File: src/logic/two_wire_pkg.sv
// shared constants and types of the two-wire bus controller
package two_wire_pkg;
   localparam int CLK_MHZ = 100;
   // bit rates of the two speed grades
   localparam int STD_RATE_KBPS = 100;
   localparam int FAST_RATE_KBPS = 400;
   localparam int STD_BIT_NS = 1000000 / STD_RATE_KBPS;
   localparam int FAST_BIT_NS = 1000000 / FAST_RATE_KBPS;
   // each low and high phase is half a bit; least times round up
   localparam int STD_HALF_NS = STD_BIT_NS / 2;
   localparam int FAST_HALF_NS = FAST_BIT_NS / 2;
   localparam int CNT_W = 10;
   localparam logic [CNT_W-1:0] STD_HALF_CYC =
      CNT_W'((STD_HALF_NS * CLK_MHZ + 999) / 1000);
   localparam logic [CNT_W-1:0] FAST_HALF_CYC =
      CNT_W'((FAST_HALF_NS * CLK_MHZ + 999) / 1000);
   localparam logic [3:0] BYTE_LAST_BIT = 4'h7;
   localparam logic [3:0] ACK_BIT = 4'h8;
   localparam logic [6:0] GEN_CALL_ADDR = 7'h00;
   typedef enum logic [1:0] {
      OP_START,
      OP_WRITE,
      OP_READ,
      OP_STOP
   } op_e;
endpackage

File: src/logic/pin_sync.sv
// three-stage pin synchroniser with agreement filter
module pin_sync (
   input wire logic clk_in,
   input wire logic reset_in,
   input wire logic pin_in,
   output logic level_out
);
   logic s1_ff, s2_ff, s3_ff, level_ff;

   // idle bus level is high, so all stages reset high
   always_ff @(posedge clk_in) begin
      if (reset_in) begin
         s1_ff <= 1'b1;
         s2_ff <= 1'b1;
         s3_ff <= 1'b1;
         level_ff <= 1'b1;
      end else begin
         s1_ff <= pin_in;
         s2_ff <= s1_ff;
         s3_ff <= s2_ff;
         if (s2_ff == s3_ff) begin
            level_ff <= s3_ff;
         end
      end
   end

   assign level_out = level_ff;
endmodule

File: src/logic/two_wire_ctrl.sv
// two-wire bus master and slave participant facing the documented controller
module two_wire_ctrl
   import two_wire_pkg::*;
(
   input wire logic clk_in,
   input wire logic reset_in,
   input wire logic scl_in,
   output logic scl_out,
   output logic scl_oe_out,
   input wire logic sda_in,
   output logic sda_out,
   output logic sda_oe_out,
   input wire logic fast_mode_in,
   input wire logic cmd_valid_in,
   output logic cmd_ready_out,
   input wire op_e cmd_op_in,
   input wire logic [7:0] cmd_data_in,
   input wire logic cmd_nack_in,
   output logic rsp_valid_out,
   output logic [7:0] rsp_data_out,
   output logic rsp_nack_out,
   output logic arb_lost_out,
   output logic bus_busy_out,
   input wire logic [6:0] own_addr_in,
   output logic slave_rx_valid_out,
   output logic [7:0] slave_rx_data_out,
   input wire logic slave_rx_accept_in,
   input wire logic slave_hold_in,
   input wire logic [7:0] slave_tx_data_in,
   output logic slave_tx_req_out
);
   typedef enum logic [3:0] {
      M_IDLE, M_START, M_WAIT, M_LOW, M_HIGH, M_RSTART, M_STOP_LOW, M_STOP_HIGH, M_STOP_END
   } mst_e;
   typedef enum logic [2:0] {S_IDLE, S_ADDR, S_RX, S_TX, S_SKIP} slv_e;

   logic scl_s, sda_s, scl_prev_ff, sda_prev_ff;
   logic start_det, stop_det, scl_rise, scl_fall;
   pin_sync u_scl_sync (.clk_in(clk_in), .reset_in(reset_in), .pin_in(scl_in), .level_out(scl_s));
   pin_sync u_sda_sync (.clk_in(clk_in), .reset_in(reset_in), .pin_in(sda_in), .level_out(sda_s));

   always_ff @(posedge clk_in) begin
      if (reset_in) begin
         scl_prev_ff <= 1'b1;
         sda_prev_ff <= 1'b1;
      end else begin
         scl_prev_ff <= scl_s;
         sda_prev_ff <= sda_s;
      end
   end

   assign start_det = scl_s && scl_prev_ff && sda_prev_ff && !sda_s;
   assign stop_det = scl_s && scl_prev_ff && !sda_prev_ff && sda_s;
   assign scl_rise = scl_s && !scl_prev_ff;
   assign scl_fall = !scl_s && scl_prev_ff;

   // bus busy tracking, free only a half bit after a stop
   logic busy_ff, free_pend_ff;
   logic [CNT_W-1:0] free_cnt_ff, half;
   assign half = fast_mode_in ? FAST_HALF_CYC : STD_HALF_CYC;

   always_ff @(posedge clk_in) begin
      if (reset_in) begin
         busy_ff <= 1'b0;
         free_pend_ff <= 1'b0;
         free_cnt_ff <= '0;
      end else if (start_det) begin
         busy_ff <= 1'b1;
         free_pend_ff <= 1'b0;
      end else if (stop_det) begin
         free_pend_ff <= 1'b1;
         free_cnt_ff <= half;
      end else if (free_pend_ff) begin
         if (free_cnt_ff == '0) begin
            busy_ff <= 1'b0;
            free_pend_ff <= 1'b0;
         end else begin
            free_cnt_ff <= free_cnt_ff - 1'b1;
         end
      end
   end

   // master engine
   mst_e mst_st_ff;
   logic [CNT_W-1:0] mst_cnt_ff;
   logic [3:0] mst_bit_ff;
   logic [8:0] mst_tx_ff, mst_rx_ff;
   logic mst_read_ff, mst_lost_ff, mst_own_ff, mst_hi_seen_ff, mst_stop_ff;
   logic mst_scl_low_ff, mst_sda_low_ff, rsp_valid_ff, rsp_nack_ff, arb_lost_ff, ready_ff;
   logic [7:0] rsp_data_ff;
   logic take, cnt_zero, mid, hi_end, own_bit, lose_now;

   assign take = cmd_valid_in && ready_ff && (mst_st_ff == M_IDLE || mst_st_ff == M_WAIT);
   assign cnt_zero = (mst_cnt_ff == '0);
   assign mid = (mst_cnt_ff == (half >> 1));
   // another participant pulling the clock low ends our high early
   assign hi_end = (mst_st_ff == M_HIGH) && mst_hi_seen_ff && (cnt_zero || !scl_s);
   assign own_bit = mst_read_ff ? (mst_bit_ff == ACK_BIT) : (mst_bit_ff != ACK_BIT);
   assign lose_now = own_bit && mst_tx_ff[8] && !sda_s && !mst_lost_ff;

   always_ff @(posedge clk_in) begin
      if (reset_in) begin
         mst_st_ff <= M_IDLE;
         mst_cnt_ff <= '0;
         mst_bit_ff <= '0;
         mst_tx_ff <= '0;
         mst_rx_ff <= '0;
         mst_read_ff <= 1'b0;
         mst_lost_ff <= 1'b0;
         mst_own_ff <= 1'b0;
         mst_hi_seen_ff <= 1'b0;
         mst_stop_ff <= 1'b0;
         mst_scl_low_ff <= 1'b0;
         mst_sda_low_ff <= 1'b0;
         rsp_valid_ff <= 1'b0;
         rsp_nack_ff <= 1'b0;
         rsp_data_ff <= '0;
         arb_lost_ff <= 1'b0;
      end else begin
         rsp_valid_ff <= 1'b0;
         arb_lost_ff <= 1'b0;
         unique case (mst_st_ff)
            M_IDLE: begin
               // other ops are accepted and dropped while idle
               if (take && cmd_op_in == OP_START) begin
                  mst_sda_low_ff <= 1'b1;
                  mst_cnt_ff <= half;
                  mst_own_ff <= 1'b1;
                  mst_lost_ff <= 1'b0;
                  mst_st_ff <= M_START;
               end
            end
            M_START: begin
               if (cnt_zero) begin
                  mst_scl_low_ff <= 1'b1;
                  rsp_valid_ff <= 1'b1;
                  mst_st_ff <= M_WAIT;
               end else begin
                  mst_cnt_ff <= mst_cnt_ff - 1'b1;
               end
            end
            M_WAIT: begin
               if (take) begin
                  mst_cnt_ff <= half;
                  mst_bit_ff <= '0;
                  unique case (cmd_op_in)
                     OP_START: mst_st_ff <= M_RSTART;
                     OP_STOP: mst_st_ff <= M_STOP_LOW;
                     OP_WRITE: begin
                        mst_tx_ff <= {cmd_data_in, 1'b1};
                        mst_read_ff <= 1'b0;
                        mst_st_ff <= M_LOW;
                     end
                     OP_READ: begin
                        mst_tx_ff <= {8'hFF, cmd_nack_in};
                        mst_read_ff <= 1'b1;
                        mst_st_ff <= M_LOW;
                     end
                  endcase
               end
            end
            M_LOW: begin
               mst_cnt_ff <= mst_cnt_ff - 1'b1;
               // data moves mid-low, well clear of either clock edge
               if (mid) begin
                  mst_sda_low_ff <= !mst_tx_ff[8] && !mst_lost_ff;
               end
               if (cnt_zero) begin
                  mst_scl_low_ff <= 1'b0;
                  mst_hi_seen_ff <= 1'b0;
                  mst_cnt_ff <= half;
                  mst_st_ff <= M_HIGH;
               end
            end
            M_HIGH: begin
               if (!mst_hi_seen_ff) begin
                  // a slower participant still holds the clock low
                  mst_hi_seen_ff <= scl_s;
               end else if (hi_end) begin
                  mst_scl_low_ff <= 1'b1;
                  mst_rx_ff <= {mst_rx_ff[7:0], sda_s};
                  mst_tx_ff <= {mst_tx_ff[7:0], 1'b1};
                  if (lose_now) begin
                     mst_lost_ff <= 1'b1;
                     mst_own_ff <= 1'b0;
                     arb_lost_ff <= 1'b1;
                  end
                  if (mst_bit_ff == ACK_BIT) begin
                     mst_bit_ff <= '0;
                     rsp_valid_ff <= 1'b1;
                     rsp_data_ff <= mst_rx_ff[7:0];
                     rsp_nack_ff <= sda_s;
                     if (mst_lost_ff || lose_now) begin
                        mst_scl_low_ff <= 1'b0;
                        mst_st_ff <= M_IDLE;
                     end else begin
                        mst_st_ff <= M_WAIT;
                     end
                  end else begin
                     mst_bit_ff <= mst_bit_ff + 1'b1;
                     mst_cnt_ff <= half;
                     mst_st_ff <= M_LOW;
                  end
               end else begin
                  mst_cnt_ff <= mst_cnt_ff - 1'b1;
               end
            end
            M_RSTART, M_STOP_LOW: begin
               mst_cnt_ff <= mst_cnt_ff - 1'b1;
               if (mid) begin
                  mst_sda_low_ff <= (mst_st_ff == M_STOP_LOW);
               end
               if (cnt_zero) begin
                  mst_stop_ff <= (mst_st_ff == M_STOP_LOW);
                  mst_scl_low_ff <= 1'b0;
                  mst_hi_seen_ff <= 1'b0;
                  mst_cnt_ff <= half;
                  mst_st_ff <= M_STOP_HIGH;
               end
            end
            M_STOP_HIGH: begin
               if (!mst_hi_seen_ff) begin
                  mst_hi_seen_ff <= scl_s;
               end else if (cnt_zero) begin
                  mst_sda_low_ff <= !mst_stop_ff;
                  mst_cnt_ff <= half;
                  mst_st_ff <= mst_stop_ff ? M_STOP_END : M_START;
               end else begin
                  mst_cnt_ff <= mst_cnt_ff - 1'b1;
               end
            end
            M_STOP_END: begin
               mst_cnt_ff <= mst_cnt_ff - 1'b1;
               if (cnt_zero) begin
                  mst_own_ff <= 1'b0;
                  rsp_valid_ff <= 1'b1;
                  mst_st_ff <= M_IDLE;
               end
            end
            default: mst_st_ff <= M_IDLE;
         endcase
      end
   end

   // slave engine, always decoding so a lost address phase still lands here
   slv_e slv_st_ff;
   logic [3:0] slv_bit_ff;
   logic [7:0] slv_sh_ff, slv_tx_ff, slv_rx_data_ff;
   logic slv_sda_low_ff, slv_stretch_ff, slv_match_ff, slv_rw_ff, slv_acc_ff, slv_mnack_ff;
   logic slv_rx_valid_ff, slv_tx_req_ff, addr_hit;
   assign addr_hit = (slv_sh_ff[7:1] == own_addr_in
      || (slv_sh_ff[7:1] == GEN_CALL_ADDR && !slv_sh_ff[0])) && !mst_own_ff;

   always_ff @(posedge clk_in) begin
      if (reset_in) begin
         slv_st_ff <= S_IDLE;
         slv_bit_ff <= '0;
         slv_sh_ff <= '0;
         slv_tx_ff <= '0;
         slv_rx_data_ff <= '0;
         slv_sda_low_ff <= 1'b0;
         slv_stretch_ff <= 1'b0;
         slv_match_ff <= 1'b0;
         slv_rw_ff <= 1'b0;
         slv_acc_ff <= 1'b0;
         slv_mnack_ff <= 1'b0;
         slv_rx_valid_ff <= 1'b0;
         slv_tx_req_ff <= 1'b0;
      end else begin
         slv_rx_valid_ff <= 1'b0;
         slv_tx_req_ff <= 1'b0;
         if (slv_stretch_ff && !slave_hold_in) begin
            slv_stretch_ff <= 1'b0;
         end
         if (start_det) begin
            slv_st_ff <= S_ADDR;
            // the clock fall that ends the start is no bit; it wraps this to 0
            slv_bit_ff <= '1;
            slv_sda_low_ff <= 1'b0;
            slv_stretch_ff <= 1'b0;
         end else if (stop_det) begin
            slv_st_ff <= S_IDLE;
            slv_sda_low_ff <= 1'b0;
            slv_stretch_ff <= 1'b0;
         end else if (slv_st_ff != S_IDLE && scl_rise) begin
            if (slv_bit_ff != ACK_BIT) begin
               slv_sh_ff <= {slv_sh_ff[6:0], sda_s};
            end else begin
               slv_mnack_ff <= sda_s;
            end
         end else if (slv_st_ff != S_IDLE && scl_fall) begin
            if (slv_bit_ff == BYTE_LAST_BIT) begin
               slv_bit_ff <= ACK_BIT;
               slv_sda_low_ff <= 1'b0;
               if (slv_st_ff == S_ADDR) begin
                  slv_sda_low_ff <= addr_hit;
                  slv_match_ff <= addr_hit;
                  slv_rw_ff <= slv_sh_ff[0];
               end else if (slv_st_ff == S_RX) begin
                  slv_rx_valid_ff <= 1'b1;
                  slv_rx_data_ff <= slv_sh_ff;
                  slv_sda_low_ff <= slave_rx_accept_in;
                  slv_acc_ff <= slave_rx_accept_in;
                  slv_stretch_ff <= slave_hold_in;
               end
            end else if (slv_bit_ff == ACK_BIT) begin
               slv_bit_ff <= '0;
               slv_sda_low_ff <= 1'b0;
               if ((slv_st_ff == S_ADDR && slv_match_ff && slv_rw_ff)
                     || (slv_st_ff == S_TX && !slv_mnack_ff)) begin
                  slv_st_ff <= S_TX;
                  slv_tx_ff <= slave_tx_data_in;
                  slv_tx_req_ff <= 1'b1;
                  slv_sda_low_ff <= !slave_tx_data_in[7];
               end else if (slv_st_ff == S_ADDR && slv_match_ff) begin
                  slv_st_ff <= S_RX;
               end else if (slv_st_ff != S_RX || !slv_acc_ff) begin
                  // unaddressed, refused, or master nacked our data
                  slv_st_ff <= S_SKIP;
               end
            end else begin
               slv_bit_ff <= slv_bit_ff + 1'b1;
               if (slv_st_ff == S_TX) begin
                  slv_tx_ff <= {slv_tx_ff[6:0], 1'b0};
                  slv_sda_low_ff <= !slv_tx_ff[6];
               end
            end
         end
      end
   end

   // pin and port flops
   logic scl_oe_ff, sda_oe_ff, scl_o_ff, sda_o_ff;
   always_ff @(posedge clk_in) begin
      if (reset_in) begin
         scl_oe_ff <= 1'b0;
         sda_oe_ff <= 1'b0;
         scl_o_ff <= 1'b0;
         sda_o_ff <= 1'b0;
         ready_ff <= 1'b0;
      end else begin
         scl_oe_ff <= mst_scl_low_ff || slv_stretch_ff;
         sda_oe_ff <= mst_sda_low_ff || slv_sda_low_ff;
         scl_o_ff <= 1'b0;
         sda_o_ff <= 1'b0;
         ready_ff <= !take && ((mst_st_ff == M_IDLE && !busy_ff) || mst_st_ff == M_WAIT);
      end
   end

   assign scl_out = scl_o_ff;
   assign sda_out = sda_o_ff;
   assign scl_oe_out = scl_oe_ff;
   assign sda_oe_out = sda_oe_ff;
   assign cmd_ready_out = ready_ff;
   assign rsp_valid_out = rsp_valid_ff;
   assign rsp_data_out = rsp_data_ff;
   assign rsp_nack_out = rsp_nack_ff;
   assign arb_lost_out = arb_lost_ff;
   assign bus_busy_out = busy_ff;
   assign slave_rx_valid_out = slv_rx_valid_ff;
   assign slave_rx_data_out = slv_rx_data_ff;
   assign slave_tx_req_out = slv_tx_req_ff;
endmodule

File: config.mk
export PLATFORM = sky130hd
export DESIGN_NAME = two_wire_ctrl
export DESIGN_NICKNAME = d
export VERILOG_FILES = /design/src/logic/two_wire_pkg.sv /design/src/logic/pin_sync.sv /design/src/logic/two_wire_ctrl.sv
export SDC_FILE = /design/constraint.sdc
export NUM_CORES = 1
export LEC_CHECK = 0
export ABC_CLOCK_PERIOD_IN_PS = 3300
export BUFFER_PORTS_ARGS = -buffer_cell sky130_fd_sc_hd__buf_4
export CORE_UTILIZATION = 48
export CTS_CLUSTER_SIZE = 10
export DETAILED_ROUTE_END_ITERATION = 16
export PLACE_DENSITY = 0.77
export RECOVER_POWER = 25
export SYNTH_ARGS = -nofsm -noshare
export SYNTH_HDL_FRONTEND = slang
export SYNTH_SLANG_ARGS = --single-unit
File: constraint.sdc
create_clock -name clk_in -period 3.3 [get_ports clk_in]
set_clock_uncertainty 0.2 [all_clocks]
set_input_delay 0.495 -clock clk_in [delete_from_list [all_inputs] [get_ports clk_in]]
set_output_delay 0.495 -clock clk_in [all_outputs]
set_load 0.1 [all_outputs]
==> reports/qor.yml, run 1 <==
status: "finished, violations left"
failed_checks: "max-capacitance violations, max-slew violations"
power_density_mw_per_mm2: 640
synth_top_area_share_pct: 41.0
syn_inst: 695
rsz0062_at_grt: "no"
slowest_delay_ns: 0.90
clockBufferDepth: 2
tightest_slew_ns: 1.88
tritoncts: "yes"
vias: 5224
htreeDepth: 4
dominantRegCellSynth: "dfxtp_1"
place_hpwl_mm: 9.31
final.min_clock_period_ns: 2.89
worst-setup-path-type: "flip-flop to flip-flop"
clkTransAtPathRegs_ns: 0.05
antenna_found_initial: 0
path_max_fanout: 25
ctsHoldBuffers: 0
layout.nets: 789
wl_per_cell_um: 15.2
clock_latency_ns: 0.42
ios: 61
vdd_drop_max_mv: 0.331
first_global_vias: 4933
cts_resized: 0
overflow: 0
cpMaxStageDelayCell: "dfxtp_1"
hold_ws_ns: 0.0617
ff_latch_area_mm2: 0.00232
setup_violations: 0
start_kind: "flip-flop"
drc_errors: 0
io_buffers: 58
netlist_area_mm2: 0.00566
maxSlewViolCount: 46
fp.coreArea_mm2: 0.0115
ant_nets: 0
n_antenna_cell: 0
rows: 39
yosys_warnings: 0
syn2layout_area_growth_pct: 17.6
ys_seq_area_share_pct: 41.0
layoutNonFillerInstCount: 897
cts_root_buf: "clkbuf_16"
grt_pass1_wl_mm: 23.3
grt_max_degree: 46
via_per_inst: 5.82
die_y_um: 111
synthTopCellsByCount: "dfxtp_1 (116), nand2_1 (95), nor2_1 (89)"
drt_iter0_markers: 401
cp_cell_sequence: "o211ai_1, nand2_1, o31ai_1, or3_1, or4_1, a21oi_1"
period_share_pct: 87.7
hp-class: "input pin to flip-flop"
hold_violations: 0
relSlewSlack_pct: -25.4
first_pass_iters: 7
dieArea_mm2: 0.0122
cp_data_required_time_ns: 3.42
yosysMostFrequentCell: "dfxtp_1"
die_x_um: 111
layout-drive-gt1-share_pct: 11.7
gp_congestion: 0.933
grt.total_usage_pct: 23.3
multi_input_area_mm2: 0.00311
power_leakage_nw: 2.54
cts_buffers: 17
fill_cells: 1024
wl_mm: 13.6
maxCapViolCount: 1
async_flop_share_pct: 0
setup_tns_ns: 0
cts_setup_buffers: 0
synth_top_area_cell: "dfxtp_1"
cts_sinks: 116
synth_cell_types: 68
crit_arrival_ns: 3.02
ys_ff_latch: 116
dpl.cell_count: 866
synth_edf_count: 0
synth_area_leaders: "dfxtp_1 (41%), nand2_1 (6.3%), nor2_1 (5.9%)"
power.total_mw: 4.26
worstSetupEndpointType: "flip-flop"
start_util_pct: 49.4
avgSynthCellArea_um2: 8.15
max_freq_mhz: 346
[critical path, delay by kind of cell (launching register included)]
family           cells  cell delay (ns)
flip-flops           1             0.90
AO/OA/AOI/OAI        3             0.50
AND/OR/NAND/NOR      3             1.22
[metal layers]
layer	vias to the layer above	wire (um)	global-route usage [%]	part of all wire, %
li1	2545	-	-	-
met1	2469	6210	29.9	46
met2	185	6390	37.1	47
met3	25	749	5.76	5.5
met4	0	255	10.5	1.9
met5	-	0	0	0
[cell usage in the layout, fill, tap and decap left out, types with 7 or more instances in the layout]
master and instances:
clkbuf_1 26, a21oi_1 61, o21ai_0 37, ha_1 13, inv_1 20, or2_2 9, nor4_1 8, nand3b_1 7
a31oi_1 8, buf_4 40, mux2i_1 31, nor2_1 89, nand2_1 95, or3_1 9, clkbuf_16 17, nand3_1 14
dfxtp_1 116, xor2_1 12, nor3_1 22, a311oi_1 13
[per-stage QoR]
step | cell area, um^2 | setup slack [ns] | util (%)
after global placement | 6170 | 0.548 | 53.8
after floorplan | 5670 | 0.529 | -
after global routing | 6660 | 0.206 | 58.1
after CTS | 6750 | 0.443 | 58.9
after detailed placement | 6170 | 0.449 | 53.8
final | 6660 | 0.408 | 58.1
[final timing paths]
| path | start | endpoint | slack, ns | depth (start not counted) |
|---|---|---|---|---|
| worst max-delay path | mst_st_ff[1] | mst_cnt_ff[1] | 0.41 | 6 |
| worst min-delay path | scl_in | u_scl_sync.s1_ff | 0.06 | 2 |
| worst max register to register | mst_st_ff[1] | mst_cnt_ff[1] | 0.41 | 6 |
| worst min register to register | u_sda_sync.s1_ff | u_sda_sync.s2_ff | 0.23 | 1 |
[state kept, by name, indices dropped and copies added, names as in the netlist, 3 cells and up]
register	count
mst_rx_ff	8
slv_tx_ff	7
mst_tx_ff	9
rsp_data_out	8
slv_sh_ff	8
free_cnt_ff	10
slv_bit_ff	4
mst_st_ff	4
slave_rx_data_out	8
mst_cnt_ff	10
slv_st_ff	3
mst_bit_ff	4
[power breakdown]
part,switching [mW],internal [mW],total (mW)
sequential,0.104,1.47,1.57
combinational,0.583,0.322,0.905
clock,0.625,1.16,1.79
[cell families (layout without fill, tap and decap cells)]
family | Yosys count | in the layout | synth area share (%)
other | 1 | 2 | 0.0662
XOR/XNOR | 18 | 18 | 2.78
flip-flops | 116 | 116 | 41.0
multiplexers | 32 | 32 | 5.68
AO/OA/AOI/OAI | 161 | 161 | 18.2
adder cells (fa/ha/maj) | 13 | 13 | 2.87
AND/OR/NAND/NOR | 296 | 296 | 25.2
buffers and inverters | 58 | 116 | 4.18
[layout make-up]
class / count / share of cell area (%)
inverters: 20 / 1.13
well taps: 143 / 2.69
flip-flops and latches: 116 / 34.9
clock buffers: 23 / 7.18
multi-input cells: 522 / 46.7
clock inverters: 8 / 1.52
repair buffers: 65 / 5.96
(Power assumes the default switching activity.)
==> inputs of run 2 (changes only) <==
==> constraint.sdc (replaced) <==
create_clock -name clk_in -period 3.3 [get_ports clk_in]
set_clock_uncertainty 0.2 [all_clocks]
set_input_delay 0.33 -clock clk_in [delete_from_list [all_inputs] [get_ports clk_in]]
set_output_delay 0.33 -clock clk_in [all_outputs]
set_load 0.1 [all_outputs]
==> reports/qor.yml, run 2 (synthesized netlist as in run 1, its figures left out) <==
first_pass_iters: 5
ios: 61
wl_mm: 13.8
crit_arrival_ns: 2.96
vias: 5253
vdd_drop_max_mv: 0.702
layoutNonFillerInstCount: 910
final.min_clock_period_ns: 2.86
status: "finished, violations left"
rows: 39
antenna_found_initial: 0
htreeDepth: 4
use_met3_pct: 5.60
worstSetupEndpointType: "flip-flop"
multi_input_area_mm2: 0.00311
worst-setup-path-type: "flip-flop to flip-flop"
period_share_pct: 86.7
setup_tns_ns: 0
maxSlewViolCount: 81
power_leakage_nw: 2.61
cp_data_required_time_ns: 3.40
start_util_pct: 49.4
gp_congestion: 0.852
start_kind: "flip-flop"
use_met1_pct: 29.9
overflow: 0
maxCapViolCount: 2
grt_pass1_wl_mm: 23.6
setup_violations: 0
tightest_slew_ns: 1.69
cts_setup_buffers: 0
grt_max_degree: 41
fill_cells: 1001
cts_sinks: 116
hold_ws_ns: 0.0186
drt_iter0_markers: 408
wl_per_cell_um: 15.2
tritoncts: "yes"
cts_root_buf: "clkbuf_16"
final_cell_mix: "dfxtp_1 (116), nand2_1 (95), nor2_1 (89), a21oi_1 (61), buf_4 (41)"
clockBufferDepth: 2
clock_latency_ns: 0.41
layout-drive-gt1-share_pct: 12.0
drc_errors: 0
power.total_mw: 4.47
reg.largest.list: "free_cnt_ff (10), mst_cnt_ff (10), mst_tx_ff (9)"
dpl.cell_count: 868
place_hpwl_mm: 9.40
dp_slack_ns: 0.498
ant_nets: 0
hp-class: "input pin to flip-flop"
grt.busiest_layer: "met2"
fp.coreArea_mm2: 0.0115
layout_commonest_cell: "dfxtp_1"
path_max_fanout: 13
via_per_inst: 5.77
die_y_um: 111
failed_checks: "max-capacitance violations, max-slew violations"
power_density_mw_per_mm2: 655
cts_resized: 0
grt.total_usage_pct: 23.3
n_antenna_cell: 0
dieArea_mm2: 0.0122
max_freq_mhz: 350
syn2layout_area_growth_pct: 20.5
rsz0062_at_grt: "no"
cts_buffers: 17
ff_latch_area_mm2: 0.00232
met2_usage_pct: 38.0
worst_slack_ns: 0.440
hold_violations: 0
final_core_util_pct: 59.5
fin_area_mm2: 0.00683
die_x_um: 111
io_buffers: 58
clkTransAtPathRegs_ns: 0.05
layout.nets: 801
relSlewSlack_pct: -12.9
placed_cell_area_mm2: 0.00619
first_global_vias: 4890
-- run 2: worst max-delay path: stages (launching register included) --
cell and delay, ns:
dfxtp_1 0.39, inv_1 0.07, ha_1 0.22, nand3b_1 0.35
mux2_2 0.41, nor2_1 0.66, nor2_1 0.12, a311oi_1 0.32
-- run 2: repair_timing --
| action | CTS | global route |
|---|---|---|
| setup endpoints to repair | 0 | 0 |
| hold endpoints to repair | 10 | 0 |
| hold buffers | 10 | 0 |
-- run 2: cell type report --
| class | count | share of cell area, % |
|---|---|---|
| clock buffer | 19 | 6.64 |
| clock inverter | 13 | 2.66 |
| inverter | 20 | 1.10 |
| multi-input combinational | 522 | 45.5 |
| sequential | 116 | 34.0 |
| tap | 143 | 2.62 |
| timing repair buffer | 77 | 7.42 |
-- run 2: path summary, 6_finish.rpt --
check / cells past startpoint / to / slack, ns / start
setup / recovery: 7 / slv_tx_ff[6] / 0.44 / slv_bit_ff[0]
setup reg to reg: 7 / slv_tx_ff[6] / 0.44 / slv_bit_ff[0]
hold / removal: 3 / slv_tx_ff[3] / 0.02 / slave_tx_data_in[3]
hold reg to reg: 1 / u_sda_sync.s2_ff / 0.22 / u_sda_sync.s1_ff
-- run 2: layer usage --
layer  wire length, um  share of wire [%]
met5                 0                  0
met4               239                1.7
met3               619                4.5
met2              6570                 48
met1              6400                 46
-- run 2: power breakdown --
group	switching (mW)	internal [mW]
combinational	0.586	0.350
sequential	0.111	1.46
clock	0.657	1.30
==> inputs of run 3 (changes only) <==
--- a/config.mk
+++ b/config.mk
@@ -5,6 +5,7 @@
 export SDC_FILE = /design/constraint.sdc
 export NUM_CORES = 1
 export LEC_CHECK = 0
+export ABC_AREA = 1
 export ABC_CLOCK_PERIOD_IN_PS = 3300
 export BUFFER_PORTS_ARGS = -buffer_cell sky130_fd_sc_hd__buf_4
 export CORE_UTILIZATION = 48
==> reports/qor.yml, run 3 <==
dominantRegCellSynth: "dfxtp_1"
final.min_clock_period_ns: 2.29
synth_top_family_by_area: "simple AND/OR/NAND/NOR gates"
power_density_mw_per_mm2: 692
cp_cell_sequence: "inv_1, ha_1, nand2_1, nor2_1, nand2_4, nand2_4, nand2_4, nand2_2, nand2_1, inv_2, nand2_1, nand2_1, a21oi_1"
die_x_um: 115
synth_area_leaders: "dfxtp_1 (38%), nand2_1 (8.8%), o21ai_0 (7.4%)"
final_cell_mix: "nand2_1 (144), dfxtp_1 (116), inv_1 (108), nor2_1 (98), o21ai_0 (91)"
maxCapViolCount: 0
worst-path-buf-inv: 2
overflow: 0
fin_area_mm2: 0.00721
grt_pass1_wl_mm: 24.7
r2r_slack_ns: 1.01
vdd_drop_max_mv: 0.367
layout.nets: 969
ant_nets: 0
reg.largest.list: "free_cnt_ff (10), mst_cnt_ff (10), mst_tx_ff (9)"
reg2reg_to: "mst_st_ff[0]"
r2r-start: "mst_cnt_ff[0]"
fp.coreArea_mm2: 0.0123
placed_cell_area_mm2: 0.00666
period_share_pct: 69.5
place_hpwl_mm: 10.2
setup_tns_ns: 0
wl_per_cell_um: 13.3
fill_cells: 1118
cts_setup_buffers: 0
cts_buffers: 17
vias: 5750
synth_xor_area_share_pct: 1.57
layout-drive-gt1-share_pct: 15.0
power.total_mw: 4.99
first_global_vias: 5212
clkTransAtPathRegs_ns: 0.05
worst_path_most_repeated_cell: "nand2_1"
layoutNonFillerInstCount: 1102
first_pass_iters: 6
hold_violations: 0
syn2layout_area_growth_pct: 17.3
avgSynthCellArea_um2: 7.11
clockBufferDepth: 2
cpMaxStageDelayCell: "dfxtp_1"
die_y_um: 115
synth_fa_ha_area_share_pct: 2.65
critical_path_depth: 13
yosysMostFrequentCell: "nand2_1"
synthTopCellsByCount: "nand2_1 (144), dfxtp_1 (116), inv_1 (108)"
htreeDepth: 4
critPathTopFamily: "simple AND/OR/NAND/NOR gates"
cp_data_required_time_ns: 3.37
synthMuxAreaShare_pct: 0
start_kind: "flip-flop"
final_core_util_pct: 58.8
wl_mm: 14.7
async_flop_share_pct: 0
synth_cell_types: 44
cts_sinks: 116
crit_start: "mst_cnt_ff[0]"
grt_max_degree: 61
synth_compound_area_share_pct: 18.2
cts_root_buf: "clkbuf_16"
io_buffers: 58
gp_congestion: 0.915
grt.total_usage_pct: 23.8
synth_top_area_share_pct: 37.8
rr_worst_depth: 13
crit_arrival_ns: 2.37
netlist_area_mm2: 0.00615
slowest_delay_ns: 0.32
ios: 61
dp_slack_ns: 1.09
ys_seq_area_share_pct: 37.8
status: "completed"
worst-setup-path-type: "flip-flop to flip-flop"
syn_inst: 864
setup_violations: 0
power_leakage_nw: 3.14
ys_ff_latch: 116
worst_slack_ns: 1.01
rows: 40
path_max_fanout: 20
endpoint: "mst_st_ff[0]"
dpl.cell_count: 1067
rsz0062_at_grt: "no"
maxSlewViolCount: 0
max_freq_mhz: 436
tritoncts: "yes"
worstSetupEndpointType: "flip-flop"
drt_iter0_markers: 496
clock_latency_ns: 0.42
dieArea_mm2: 0.0133
hp-class: "input pin to flip-flop"
yosys_warnings: 0
min_from: "slave_tx_data_in[7]"
tightest_slew_ns: 1.24
start_util_pct: 50.1
synth_edf_count: 0
drc_errors: 0
n_antenna_cell: 0
yosys.area_share.simple_pct: 29.6
hold_ws_ns: 0.0233
synth_top_area_cell: "dfxtp_1"
layout_commonest_cell: "nand2_1"
relSlewSlack_pct: 17.5
antenna_found_initial: 0
via_per_inst: 5.22
-- run 3: report_power, final --
part	internal, mW	total [mW]	switching, mW
clock	1.21	1.87	0.668
combinational	0.471	1.52	1.05
sequential	1.49	1.60	0.106
-- run 3: worst register-to-register path: stages (launching register included) --
cell and delay, ns:
dfxtp_1 0.32, inv_1 0.14, ha_1 0.20, nand2_1 0.06, nor2_1 0.20, nand2_4 0.14
nand2_4 0.12, nand2_4 0.15, nand2_2 0.16, nand2_1 0.09, inv_2 0.12, nand2_1 0.10
nand2_1 0.07, a21oi_1 0.06
-- run 3: layout make-up --
class / count / area [um^2] / share of cell area [%]
flip-flops and latches: 116 / 2320 / 32.2
clock inverters: 11 / 153 / 2.12
inverters: 124 / 473 / 6.56
well taps: 168 / 210 / 2.92
repair buffers: 64 / 405 / 5.62
clock buffers: 20 / 447 / 6.19
multi-input cells: 599 / 3200 / 44.4
-- run 3: metal layers --
layer  share of wire [%]  global-route usage, %
met5                   0                      0
met1                  47                   31.1
met3                 7.3                   6.11
met2                  44                   38.1
met4                 1.6                   8.57
-- run 3: how the worst min path moves through the flow --
stage	endpoint	slack, ns	depth (start not counted)
CTS	slv_sda_low_ff	0.009	4
floorplan	u_scl_sync.s2_ff	0.19	1
global route	slv_sda_low_ff	0.02	4
finish	slv_sda_low_ff	0.02	4
global placement	u_sda_sync.s2_ff	0.19	1
detailed placement	u_sda_sync.s2_ff	0.19	1
-- run 3: repair_timing --
item / in CTS / in global routing
endpoints found under the hold margin: 4 / 0
gates resized for setup: 0 / 0
hold buffers: 4 / 0
-- run 3: logic make-up after synthesis --
| group | count (synthesis) |
|---|---|
| AO/OA/AOI/OAI | 197 |
| AND/OR/NAND/NOR | 376 |
| other | 1 |
| XOR/XNOR | 11 |
| flip-flops | 116 |
| buffers and inverters | 150 |
| adder cells (fa/ha/maj) | 13 |
